[config.mk]
export PLATFORM = sky130hd
export DESIGN_NAME = mgmt_cmd_handler
export DESIGN_NICKNAME = d
export VERILOG_FILES = /design/src/verilog/mgmt_pkg.sv /design/src/verilog/zc_timestamp.sv /design/src/verilog/mgmt_cmd_handler.sv
export SDC_FILE = /design/constraint.sdc
export NUM_CORES = 1
export LEC_CHECK = 0
export BUFFER_PORTS_ARGS = -buffer_cell sky130_fd_sc_hd__clkbuf_2
export CORE_UTILIZATION = 60
export CTS_CLUSTER_SIZE = 12
export DETAILED_ROUTE_END_ITERATION = 7
export PLACE_DENSITY = 0.8
export SETUP_SLACK_MARGIN = 0.1
export SYNTH_ARGS = -nofsm -noshare
export SYNTH_HDL_FRONTEND = slang
export SYNTH_HIERARCHICAL = 1
export SYNTH_SLANG_ARGS = --single-unit
[constraint.sdc]
create_clock -name SYS_CLK -period 5.9 [get_ports SYS_CLK]
set_input_delay 0.885 -clock SYS_CLK [delete_from_list [all_inputs] [get_ports SYS_CLK]]
set_output_delay 0.885 -clock SYS_CLK [all_outputs]
set_load 0.05 [all_outputs]
[src/verilog/mgmt_pkg.sv]
package mgmt_pkg;
   // timing
   localparam int CLK_PERIOD_NS = 20;
   localparam int TICK_NS = 10000;
   localparam int TICK_CYCLES = (TICK_NS / CLK_PERIOD_NS < 1) ? 1 : TICK_NS / CLK_PERIOD_NS;
   localparam int TICK_W = 16;
   localparam int TIME_W = 20;
   localparam int DUTY_W = 16;
   localparam int DUTY_HALF_DEFAULT = 1000;

   // register bus
   localparam int ADDR_W = 8;
   localparam int DATA_W = 32;
   localparam logic [7:0] ADDR_CMD = 8'h00;
   localparam logic [7:0] ADDR_TEST_CFG = 8'h04;
   localparam logic [7:0] ADDR_ATTR_ID = 8'h08;
   localparam logic [7:0] ADDR_CONFIRM = 8'h0C;
   localparam logic [7:0] ADDR_CNF_DATA = 8'h10;
   localparam logic [7:0] ADDR_ZC_TIME = 8'h14;
   localparam logic [7:0] ADDR_STATUS = 8'h18;

   // field positions
   localparam int CMD_LSB = 0;
   localparam int CFG_EN_BIT = 0;
   localparam int CFG_DUTY_BIT = 1;
   localparam int CFG_MOD_LSB = 4;
   localparam int CFG_PWR_LSB = 8;
   localparam int CNF_RES_LSB = 0;
   localparam int CNF_KIND_LSB = 4;
   localparam int CNF_BUSY_BIT = 8;
   localparam int STAT_MODE_LSB = 0;

   // result codes
   localparam logic [1:0] RES_OK = 2'h0;
   localparam logic [1:0] RES_FAIL = 2'h1;
   localparam logic [1:0] RES_ALREADY = 2'h2;
   localparam logic [1:0] RES_BAD_ATTR = 2'h2;

   // modulation codes that select nothing, and attenuation per power step
   localparam logic [2:0] MOD_UNUSED_LO = 3'h3;
   localparam logic [2:0] MOD_UNUSED_HI = 3'h7;
   localparam logic [4:0] DB_PER_STEP = 5'h03;

   // attribute identifiers
   localparam logic [7:0] ATTR_PHY_MODE = 8'h00;
   localparam logic [7:0] ATTR_TEST_CFG = 8'h01;
   localparam logic [7:0] ATTR_ZC_TIME = 8'h02;

   typedef enum logic [2:0] {
      CMD_REINIT = 3'h0,
      CMD_SUSPEND = 3'h1,
      CMD_WAKE = 3'h2,
      CMD_TEST = 3'h3,
      CMD_ATTR_READ = 3'h4,
      CMD_ZC_QUERY = 3'h5
   } cmd_e;

   typedef enum logic [1:0] {
      PM_INIT = 2'b00,
      PM_NORMAL = 2'b01,
      PM_SLEEP = 2'b11,
      PM_TEST = 2'b10
   } phy_mode_e;

   typedef enum logic [1:0] {
      HS_IDLE = 2'b00,
      HS_DRAIN = 2'b01,
      HS_INIT = 2'b11
   } hs_e;

   typedef struct packed {
      logic enable;
      logic duty;
      logic [2:0] modulation;
      logic [2:0] pwr_level;
   } test_cfg_s;

   typedef struct packed {
      logic valid;
      cmd_e kind;
      logic [1:0] result;
      logic [DATA_W-1:0] data;
   } confirm_s;
endpackage

[src/verilog/zc_timestamp.sv]
`timescale 1ns/10ps
module zc_timestamp (
   input wire logic clk,
   input wire logic rst_n,
   input wire logic zc_pin,
   output logic [mgmt_pkg::TIME_W-1:0] zc_time
);
   typedef struct packed {
      logic sync1;
      logic sync2;
      logic prev;
      logic [mgmt_pkg::TICK_W-1:0] tick;
      logic [mgmt_pkg::TIME_W-1:0] now;
      logic [mgmt_pkg::TIME_W-1:0] stamp;
   } zc_s;

   zc_s s_reg;
   zc_s s_next;

   localparam logic [mgmt_pkg::TICK_W-1:0] TICK_LAST =
      mgmt_pkg::TICK_W'(mgmt_pkg::TICK_CYCLES - 1);

   always_comb begin
      s_next = s_reg;
      s_next.sync1 = zc_pin;
      s_next.sync2 = s_reg.sync1;
      s_next.prev = s_reg.sync2;
      // time base in units of ten microseconds, wraps at its width
      if (s_reg.tick == TICK_LAST) begin
         s_next.tick = '0;
         s_next.now = s_reg.now + 1'b1;
      end else begin
         s_next.tick = s_reg.tick + 1'b1;
      end
      // stamp the latest rising crossing
      if (s_reg.sync2 && !s_reg.prev) begin
         s_next.stamp = s_reg.now;
      end
   end

   always_ff @(posedge clk) begin
      if (!rst_n) begin
         s_reg <= '0;
      end else begin
         s_reg <= s_next;
      end
   end

   assign zc_time = s_reg.stamp;

   chk_zc_stamp_capture: assert property (@(posedge clk) disable iff (!rst_n)
      (s_reg.sync2 && !s_reg.prev) |=> (zc_time == $past(s_reg.now)))
      else $error("zero-cross stamp not captured");
endmodule

[src/verilog/mgmt_cmd_handler.sv]
// Chosen here: the register offsets and the address-and-strobe port.
`timescale 1ns/10ps
module mgmt_cmd_handler #(
   parameter int DUTY_HALF = mgmt_pkg::DUTY_HALF_DEFAULT
) (
   input wire logic SYS_CLK,
   input wire logic RST_N,
   input wire logic [mgmt_pkg::ADDR_W-1:0] ADDR,
   input wire logic [mgmt_pkg::DATA_W-1:0] WDATA,
   input wire logic WR_STB,
   input wire logic RD_STB,
   output logic [mgmt_pkg::DATA_W-1:0] RDATA,
   input wire logic TX_PENDING,
   input wire logic HW_FAULT,
   input wire logic ZC_PIN,
   output logic FLUSH,
   output logic RX_ENABLE,
   output logic TX_ENABLE,
   output logic TEST_TX_ON,
   output logic [2:0] TEST_MODULATION,
   output logic [4:0] TEST_ATTEN_DB,
   output mgmt_pkg::phy_mode_e PHY_MODE,
   output mgmt_pkg::confirm_s CNF
);
   typedef struct packed {
      mgmt_pkg::hs_e hs;
      mgmt_pkg::phy_mode_e mode;
      mgmt_pkg::cmd_e cmd;
      mgmt_pkg::test_cfg_s cfg_pend;
      mgmt_pkg::test_cfg_s cfg_act;
      logic [7:0] attr_id;
      mgmt_pkg::confirm_s cnf;
      logic [mgmt_pkg::DATA_W-1:0] rdata;
      logic flush;
      logic [mgmt_pkg::DUTY_W-1:0] duty_cnt;
      logic duty_on;
      logic tx_on;
      logic [4:0] atten;
   } ctl_s;

   ctl_s s_reg;
   ctl_s s_next;
   logic [mgmt_pkg::TIME_W-1:0] zc_time;
   logic launch;
   mgmt_pkg::cmd_e req;

   localparam logic [mgmt_pkg::DUTY_W-1:0] DUTY_LAST = mgmt_pkg::DUTY_W'(DUTY_HALF - 1);

   zc_timestamp u_zc (
      .clk(SYS_CLK),
      .rst_n(RST_N),
      .zc_pin(ZC_PIN),
      .zc_time(zc_time)
   );

   function automatic mgmt_pkg::confirm_s reply(input mgmt_pkg::cmd_e kind,
      input logic [1:0] res, input logic [mgmt_pkg::DATA_W-1:0] data);
      mgmt_pkg::confirm_s c;
      c.valid = 1'b1;
      c.kind = kind;
      c.result = res;
      c.data = data;
      return c;
   endfunction

   function automatic logic mod_unused(input logic [2:0] m);
      return (m == mgmt_pkg::MOD_UNUSED_LO) || (m == mgmt_pkg::MOD_UNUSED_HI);
   endfunction

   // a command is taken only when no earlier one awaits its confirm
   assign launch = WR_STB && (ADDR == mgmt_pkg::ADDR_CMD) && (s_reg.hs == mgmt_pkg::HS_IDLE);
   assign req = mgmt_pkg::cmd_e'(WDATA[mgmt_pkg::CMD_LSB +: 3]);

   always_comb begin
      s_next = s_reg;
      s_next.cnf.valid = 1'b0;
      s_next.flush = 1'b0;
      s_next.rdata = '0;
      // register reads, answered in the next cycle
      if (RD_STB) begin
         unique case (ADDR)
            mgmt_pkg::ADDR_TEST_CFG: begin
               s_next.rdata[mgmt_pkg::CFG_EN_BIT] = s_reg.cfg_pend.enable;
               s_next.rdata[mgmt_pkg::CFG_DUTY_BIT] = s_reg.cfg_pend.duty;
               s_next.rdata[mgmt_pkg::CFG_MOD_LSB +: 3] = s_reg.cfg_pend.modulation;
               s_next.rdata[mgmt_pkg::CFG_PWR_LSB +: 3] = s_reg.cfg_pend.pwr_level;
            end
            mgmt_pkg::ADDR_ATTR_ID: s_next.rdata[7:0] = s_reg.attr_id;
            mgmt_pkg::ADDR_CONFIRM: begin
               s_next.rdata[mgmt_pkg::CNF_RES_LSB +: 2] = s_reg.cnf.result;
               s_next.rdata[mgmt_pkg::CNF_KIND_LSB +: 3] = s_reg.cnf.kind;
               s_next.rdata[mgmt_pkg::CNF_BUSY_BIT] = (s_reg.hs != mgmt_pkg::HS_IDLE);
            end
            mgmt_pkg::ADDR_CNF_DATA: s_next.rdata = s_reg.cnf.data;
            mgmt_pkg::ADDR_ZC_TIME: s_next.rdata[mgmt_pkg::TIME_W-1:0] = zc_time;
            mgmt_pkg::ADDR_STATUS: s_next.rdata[mgmt_pkg::STAT_MODE_LSB +: 2] = s_reg.mode;
            default: s_next.rdata = '0;
         endcase
      end
      // configuration writes
      if (WR_STB && ADDR == mgmt_pkg::ADDR_TEST_CFG) begin
         s_next.cfg_pend.enable = WDATA[mgmt_pkg::CFG_EN_BIT];
         s_next.cfg_pend.duty = WDATA[mgmt_pkg::CFG_DUTY_BIT];
         s_next.cfg_pend.modulation = WDATA[mgmt_pkg::CFG_MOD_LSB +: 3];
         s_next.cfg_pend.pwr_level = WDATA[mgmt_pkg::CFG_PWR_LSB +: 3];
      end
      if (WR_STB && ADDR == mgmt_pkg::ADDR_ATTR_ID) begin
         s_next.attr_id = WDATA[7:0];
      end
      // command sequencing; every path ends in one confirm
      unique case (s_reg.hs)
         mgmt_pkg::HS_IDLE: begin
            if (launch) begin
               s_next.cmd = req;
               unique case (req)
                  mgmt_pkg::CMD_REINIT: begin
                     if (HW_FAULT) begin
                        s_next.cnf = reply(req, mgmt_pkg::RES_FAIL, '0);
                     end else begin
                        s_next.flush = 1'b1;
                        s_next.mode = mgmt_pkg::PM_INIT;
                        s_next.cfg_act = '0;
                        s_next.duty_cnt = '0;
                        s_next.hs = mgmt_pkg::HS_INIT;
                     end
                  end
                  mgmt_pkg::CMD_SUSPEND: begin
                     if (s_reg.mode == mgmt_pkg::PM_SLEEP) begin
                        s_next.cnf = reply(req, mgmt_pkg::RES_ALREADY, '0);
                     end else if (HW_FAULT) begin
                        s_next.cnf = reply(req, mgmt_pkg::RES_FAIL, '0);
                     end else if (TX_PENDING) begin
                        s_next.hs = mgmt_pkg::HS_DRAIN;
                     end else begin
                        s_next.mode = mgmt_pkg::PM_SLEEP;
                        s_next.cnf = reply(req, mgmt_pkg::RES_OK, '0);
                     end
                  end
                  mgmt_pkg::CMD_WAKE: begin
                     if (s_reg.mode != mgmt_pkg::PM_SLEEP) begin
                        s_next.cnf = reply(req, mgmt_pkg::RES_ALREADY, '0);
                     end else if (HW_FAULT) begin
                        s_next.cnf = reply(req, mgmt_pkg::RES_FAIL, '0);
                     end else begin
                        s_next.mode = mgmt_pkg::PM_NORMAL;
                        s_next.cnf = reply(req, mgmt_pkg::RES_OK, '0);
                     end
                  end
                  mgmt_pkg::CMD_TEST: begin
                     if (!s_reg.cfg_pend.enable) begin
                        if (s_reg.mode == mgmt_pkg::PM_TEST) begin
                           s_next.mode = mgmt_pkg::PM_NORMAL;
                        end
                        s_next.cnf = reply(req, mgmt_pkg::RES_OK, '0);
                     end else if (s_reg.mode == mgmt_pkg::PM_TEST) begin
                        s_next.cnf = reply(req, mgmt_pkg::RES_ALREADY, '0);
                     end else if (HW_FAULT || s_reg.mode == mgmt_pkg::PM_SLEEP
                        || mod_unused(s_reg.cfg_pend.modulation)) begin
                        s_next.cnf = reply(req, mgmt_pkg::RES_FAIL, '0);
                     end else begin
                        s_next.cfg_act = s_reg.cfg_pend;
                        s_next.duty_cnt = '0;
                        if (TX_PENDING) begin
                           s_next.hs = mgmt_pkg::HS_DRAIN;
                        end else begin
                           s_next.mode = mgmt_pkg::PM_TEST;
                           s_next.cnf = reply(req, mgmt_pkg::RES_OK, '0);
                        end
                     end
                  end
                  mgmt_pkg::CMD_ATTR_READ: begin
                     unique case (s_reg.attr_id)
                        mgmt_pkg::ATTR_PHY_MODE:
                           s_next.cnf = reply(req, mgmt_pkg::RES_OK,
                              mgmt_pkg::DATA_W'(s_reg.mode));
                        mgmt_pkg::ATTR_TEST_CFG:
                           s_next.cnf = reply(req, mgmt_pkg::RES_OK,
                              mgmt_pkg::DATA_W'(s_reg.cfg_act));
                        mgmt_pkg::ATTR_ZC_TIME:
                           s_next.cnf = reply(req, mgmt_pkg::RES_OK,
                              mgmt_pkg::DATA_W'(zc_time));
                        default:
                           s_next.cnf = reply(req, mgmt_pkg::RES_BAD_ATTR, '0);
                     endcase
                  end
                  mgmt_pkg::CMD_ZC_QUERY: begin
                     s_next.cnf = reply(req, mgmt_pkg::RES_OK,
                        mgmt_pkg::DATA_W'(zc_time));
                  end
                  default: begin
                     s_next.cmd = mgmt_pkg::CMD_ATTR_READ;
                     s_next.cnf = reply(mgmt_pkg::CMD_ATTR_READ, mgmt_pkg::RES_BAD_ATTR, '0);
                  end
               endcase
            end
         end
         mgmt_pkg::HS_DRAIN: begin
            // hold the confirm until the queue has drained
            if (!TX_PENDING) begin
               s_next.mode = (s_reg.cmd == mgmt_pkg::CMD_SUSPEND) ?
                  mgmt_pkg::PM_SLEEP : mgmt_pkg::PM_TEST;
               s_next.cnf = reply(s_reg.cmd, mgmt_pkg::RES_OK, '0);
               s_next.hs = mgmt_pkg::HS_IDLE;
            end
         end
         mgmt_pkg::HS_INIT: begin
            s_next.mode = mgmt_pkg::PM_NORMAL;
            s_next.cnf = reply(mgmt_pkg::CMD_REINIT, mgmt_pkg::RES_OK, '0);
            s_next.hs = mgmt_pkg::HS_IDLE;
         end
         default: s_next.hs = mgmt_pkg::HS_IDLE;
      endcase
      // half-period toggle for the duty-cycled test transmit
      if (s_reg.mode == mgmt_pkg::PM_TEST && s_reg.cfg_act.duty) begin
         if (s_reg.duty_cnt == DUTY_LAST) begin
            s_next.duty_cnt = '0;
            s_next.duty_on = !s_reg.duty_on;
         end else begin
            s_next.duty_cnt = s_reg.duty_cnt + 1'b1;
         end
      end else begin
         s_next.duty_on = 1'b1;
      end
      s_next.tx_on = (s_next.mode == mgmt_pkg::PM_TEST)
         && (!s_next.cfg_act.duty || s_next.duty_on);
      s_next.atten = 5'(s_next.cfg_act.pwr_level * mgmt_pkg::DB_PER_STEP);
   end

   always_ff @(posedge SYS_CLK) begin
      if (!RST_N) begin
         s_reg <= '0;
      end else begin
         s_reg <= s_next;
      end
   end

   assign RDATA = s_reg.rdata;
   assign FLUSH = s_reg.flush;
   assign PHY_MODE = s_reg.mode;
   // sleep and init stop both directions; test stops reception
   assign RX_ENABLE = (s_reg.mode == mgmt_pkg::PM_NORMAL);
   assign TX_ENABLE = (s_reg.mode == mgmt_pkg::PM_NORMAL) || (s_reg.mode == mgmt_pkg::PM_TEST);
   assign TEST_TX_ON = s_reg.tx_on;
   assign TEST_MODULATION = s_reg.cfg_act.modulation;
   assign TEST_ATTEN_DB = s_reg.atten;
   assign CNF = s_reg.cnf;

   chk_cnf_single_pulse: assert property (@(posedge SYS_CLK) disable iff (!RST_N)
      (CNF.valid && !launch) |=> !CNF.valid)
      else $error("confirm valid longer than one cycle");

   chk_reinit_flush_init: assert property (@(posedge SYS_CLK) disable iff (!RST_N)
      (launch && req == mgmt_pkg::CMD_REINIT && !HW_FAULT)
      |=> FLUSH && PHY_MODE == mgmt_pkg::PM_INIT && !CNF.valid
      ##1 CNF.valid && CNF.kind == mgmt_pkg::CMD_REINIT && CNF.result == mgmt_pkg::RES_OK
      && PHY_MODE == mgmt_pkg::PM_NORMAL)
      else $error("reinit sequence wrong");

   chk_reinit_fail: assert property (@(posedge SYS_CLK) disable iff (!RST_N)
      (launch && req == mgmt_pkg::CMD_REINIT && HW_FAULT)
      |=> CNF.valid && CNF.result == mgmt_pkg::RES_FAIL && !FLUSH)
      else $error("failed reinit not reported");

   chk_sleep_silent: assert property (@(posedge SYS_CLK) disable iff (!RST_N)
      (PHY_MODE == mgmt_pkg::PM_SLEEP) |-> !RX_ENABLE && !TX_ENABLE && !TEST_TX_ON)
      else $error("activity while asleep");

   chk_sleep_already: assert property (@(posedge SYS_CLK) disable iff (!RST_N)
      (launch && req == mgmt_pkg::CMD_SUSPEND && PHY_MODE == mgmt_pkg::PM_SLEEP)
      |=> CNF.valid && CNF.kind == mgmt_pkg::CMD_SUSPEND && CNF.result == mgmt_pkg::RES_ALREADY)
      else $error("already-asleep code wrong");

   chk_wake_restart: assert property (@(posedge SYS_CLK) disable iff (!RST_N)
      (launch && req == mgmt_pkg::CMD_WAKE && PHY_MODE == mgmt_pkg::PM_SLEEP && !HW_FAULT)
      |=> CNF.valid && CNF.result == mgmt_pkg::RES_OK && RX_ENABLE && TX_ENABLE)
      else $error("wake did not restart");

   chk_wake_already: assert property (@(posedge SYS_CLK) disable iff (!RST_N)
      (launch && req == mgmt_pkg::CMD_WAKE && PHY_MODE != mgmt_pkg::PM_SLEEP)
      |=> CNF.valid && CNF.result == mgmt_pkg::RES_ALREADY && $stable(PHY_MODE))
      else $error("wake code wrong when awake");

   chk_drain_hold: assert property (@(posedge SYS_CLK) disable iff (!RST_N)
      (s_reg.hs == mgmt_pkg::HS_DRAIN && TX_PENDING)
      |=> !CNF.valid && $stable(PHY_MODE))
      else $error("confirm before drain finished");

   chk_test_already: assert property (@(posedge SYS_CLK) disable iff (!RST_N)
      (launch && req == mgmt_pkg::CMD_TEST && s_reg.cfg_pend.enable
      && PHY_MODE == mgmt_pkg::PM_TEST)
      |=> CNF.valid && CNF.result == mgmt_pkg::RES_ALREADY)
      else $error("already-test code wrong");

   chk_test_exit: assert property (@(posedge SYS_CLK) disable iff (!RST_N)
      (launch && req == mgmt_pkg::CMD_TEST && !s_reg.cfg_pend.enable
      && PHY_MODE == mgmt_pkg::PM_TEST)
      |=> PHY_MODE == mgmt_pkg::PM_NORMAL && CNF.valid && !TEST_TX_ON)
      else $error("test exit wrong");

   chk_test_continuous: assert property (@(posedge SYS_CLK) disable iff (!RST_N)
      (PHY_MODE == mgmt_pkg::PM_TEST && !s_reg.cfg_act.duty) [*2] |-> TEST_TX_ON)
      else $error("continuous transmit dropped");

   chk_atten_scale: assert property (@(posedge SYS_CLK) disable iff (!RST_N)
      TEST_ATTEN_DB == (5'(s_reg.cfg_act.pwr_level) << 1) + 5'(s_reg.cfg_act.pwr_level))
      else $error("attenuation not 3 dB per step");

   chk_attr_bad: assert property (@(posedge SYS_CLK) disable iff (!RST_N)
      (launch && req == mgmt_pkg::CMD_ATTR_READ && s_reg.attr_id > mgmt_pkg::ATTR_ZC_TIME)
      |=> CNF.valid && CNF.kind == mgmt_pkg::CMD_ATTR_READ
      && CNF.result == mgmt_pkg::RES_BAD_ATTR)
      else $error("unsupported attribute not flagged");

   chk_zc_reply: assert property (@(posedge SYS_CLK) disable iff (!RST_N)
      (launch && req == mgmt_pkg::CMD_ZC_QUERY)
      |=> CNF.valid && CNF.data == mgmt_pkg::DATA_W'($past(zc_time)))
      else $error("zero-cross reply wrong");
endmodule

==> impl_metrics.json <==
{
  "switchingPower_uw": 530,
  "grt_pass1_wl_mm": 31.3,
  "synth-edff-count": 0,
  "synth_common_cells": "dfxtp_1 (183), nand2_1 (107), buf_4 (103), nor2_1 (82), a21oi_1 (69)",
  "pwr-share-comb_pct": 3.2,
  "crit_fanout": 13,
  "slew_headroom_pct": 19.2,
  "synthTopCellsByArea": "dfxtp_1 (42%), buf_4 (8.9%), nand2_1 (4.6%)",
  "ys.flop_type": "dfxtp_1",
  "die_area_mm2": 0.0149,
  "r2r_setup_slack_ns": 1.97,
  "wire_per_inst_um": 16.9,
  "ir_drop_v": 0.000208,
  "first_pass_iters": 6,
  "track_usage_pct": 26.8,
  "tns_ns": 0,
  "finalCritPeriodShare_pct": 66.5,
  "core_area_mm2": 0.0140,
  "p_leak_uw": 0.00345,
  "drtIter0Drc": 824,
  "die_height_um": 122,
  "final_hold_viol_count": 0,
  "viasPerCell": 6.03,
  "synth_cells": 994,
  "post-route-drc-count": 0,
  "setup_viol": 0,
  "cts_max_path_buffers": 2,
  "largest_register_ffs": 43,
  "synth.most_common_cell": "dfxtp_1",
  "clock_latency_ns": 0.43,
  "clkPwrFrac_pct": 45.1,
  "yosys_warnings": 6,
  "cts.repair.resized": 0,
  "clockRootBuffer": "clkbuf_16",
  "crit_type": "reg -> reg",
  "vias": 6995,
  "initial_core_util_pct": 62.0,
  "cellPowerDensity_mw_per_mm2": 265,
  "grt_pass1_vias": 6093,
  "io_buffers": 109,
  "layout-drive-gt1-share_pct": 16.4,
  "worstMarginPinSlew_ns": 1.20,
  "syn_area_mm2": 0.00868,
  "place_congestion": 0.915,
  "rows": 43,
  "final_nets": 1026,
  "cts_made_buffers": 17,
  "p_int_uw": 1870,
  "cts_tree": "yes",
  "crit_required_ns": 6.22,
  "wl_mm": 19.7,
  "rsz0062_at_grt": "false",
  "grt_overflow": 0,
  "yosysTopAreaCellShare_pct": 42.2,
  "ctsHoldBuffers": 0,
  "seqPwrFrac_pct": 51.7,
  "min_period_ns": 3.93,
  "cp-end-kind": "flop",
  "cts_sinks": 183,
  "yosysUniqueCellTypes": 67,
  "antenna_left": 0,
  "clkTransAtPathRegs_ns": 0.07,
  "hpwl_mm": 13.4,
  "die_w_um": 122,
  "fin_worst_skew_ns": 0.0114,
  "syn_nets": 1052,
  "slew_violations": 0,
  "antenna_found_initial": 0,
  "sw_frac_of_total_pct": 22.1,
  "ios": 131,
  "synth_seq_cells": 183,
  "fin_util_pct": 64.7,
  "max_freq_mhz": 255,
  "grt_max_degree": 42,
  "cts_setup_buffers": 0,
  "yosys.area.top_type": "dfxtp_1",
  "status": "completed",
  "htree_levels": 4,
  "ys_seq_area_share_pct": 42.2,
  "async_reset_ff_share_pct": 0,
  "min_path_type": "reg -> reg",
  "cp-start-kind": "flop",
  "syn2layout_area_growth_pct": 4.27,
  "drv_cap": 0,
  "n_antenna_cell": 0,
  "crit_arrival_ns": 4.25,
  "avgSynthCellArea_um2": 8.73
}
-- critical path, stage by stage, from the launching register on --
cell     delay, ns
dfxtp_1       0.67
inv_1         0.14
ha_1          0.40
nor2b_1       0.28
nand2_1       0.18
nor4_1        1.00
nand2_1       0.16
nand2_1       0.23
ha_1          0.20
fa_1          0.40
and2_1        0.16
-- layout make-up --
class / instances / area, um^2
fillers: 1194 / 4940
inverters: 17 / 63.8
well taps: 180 / 225
clock buffers: 20 / 467
repair buffers: 114 / 583
multi-input cells: 635 / 3950
flip-flops and latches: 183 / 3660
clock inverters: 11 / 101
-- stage by stage --
| stage | power [uW] | instances | hold WS, ns | setup slack [ns] | area (um^2) |
|---|---|---|---|---|---|
| after floorplan | 1320 | 994 | 0.412 | 2.65 | 8680 |
| after detailed placement | 1350 | 1129 | 0.431 | 1.91 | 8480 |
| after global placement | 1340 | 1129 | 0.424 | 1.95 | 8480 |
| final | 2400 | 1160 | 0.438 | 1.97 | 9050 |
| after global routing | 2480 | 1160 | 0.476 | 1.77 | 9050 |
| after CTS | 2410 | 1160 | 0.445 | 2.14 | 9050 |
-- layer usage --
| metal | vias to the layer above | part of all wire (%) | GRT usage (%) |
|---|---|---|---|
| li1 | 3393 | - | - |
| met1 | 3356 | 45 | 36.9 |
| met2 | 221 | 47 | 41.9 |
| met3 | 25 | 6.0 | 5.53 |
| met4 | 0 | 1.3 | 8.31 |
| met5 | - | 0 | 0 |
-- cells by family after synthesis --
logic type      synth area share [%]
xor+xnor                        1.61
mux                             2.67
flops                           42.2
compound gates                  17.0
simple gates                    22.5
buf+inv                         12.4
fa+ha+maj                       1.67
-- power groups by stage --
stage / registers [uW] / clock network, uW / logic (uW)
3_5_place_dp: 1270 / 0 / 75.9
3_3_place_gp: 1270 / 0 / 74.9
2_1_floorplan: 1270 / 0 / 51.2
4_1_cts: 1240 / 1090 / 75.9
6_report: 1240 / 1080 / 77.5
5_1_grt: 1240 / 1160 / 84.1
-- final timing paths --
kind	cells past startpoint	endpoint	startpoint
hold / removal	1	u_zc/s_next[56]$_SDFF_PN0_	u_zc/s_next[57]$_SDFF_PN0_
setup reg to reg	10	TEST_ATTEN_DB[2]$_SDFF_PN0_	PHY_MODE[0]$_SDFF_PN0_
setup / recovery	10	TEST_ATTEN_DB[2]$_SDFF_PN0_	PHY_MODE[0]$_SDFF_PN0_
hold reg to reg	1	u_zc/s_next[56]$_SDFF_PN0_	u_zc/s_next[57]$_SDFF_PN0_
-- placed cells by master (no fill, tap or decap), types with 6 or more instances in the layout --
master,instances
a21oi_1,69
a22o_1,23
a22oi_1,20
a31oi_1,20
and2_1,35
and3_1,11
and4_1,9
clkbuf_16,17
clkbuf_2,109
dfxtp_1,183
ha_1,10
inv_1,15
mux2i_1,22
nand2_1,107
nand3_1,26
nand4_1,15
nor2_1,81
nor3_1,17
nor3b_1,6
nor4_1,11
o21ai_0,26
o2bb2ai_1,9
o31ai_1,12
or4_1,11
xnor2_1,6
xor2_1,10
Power figures use the tool's default switching activity.
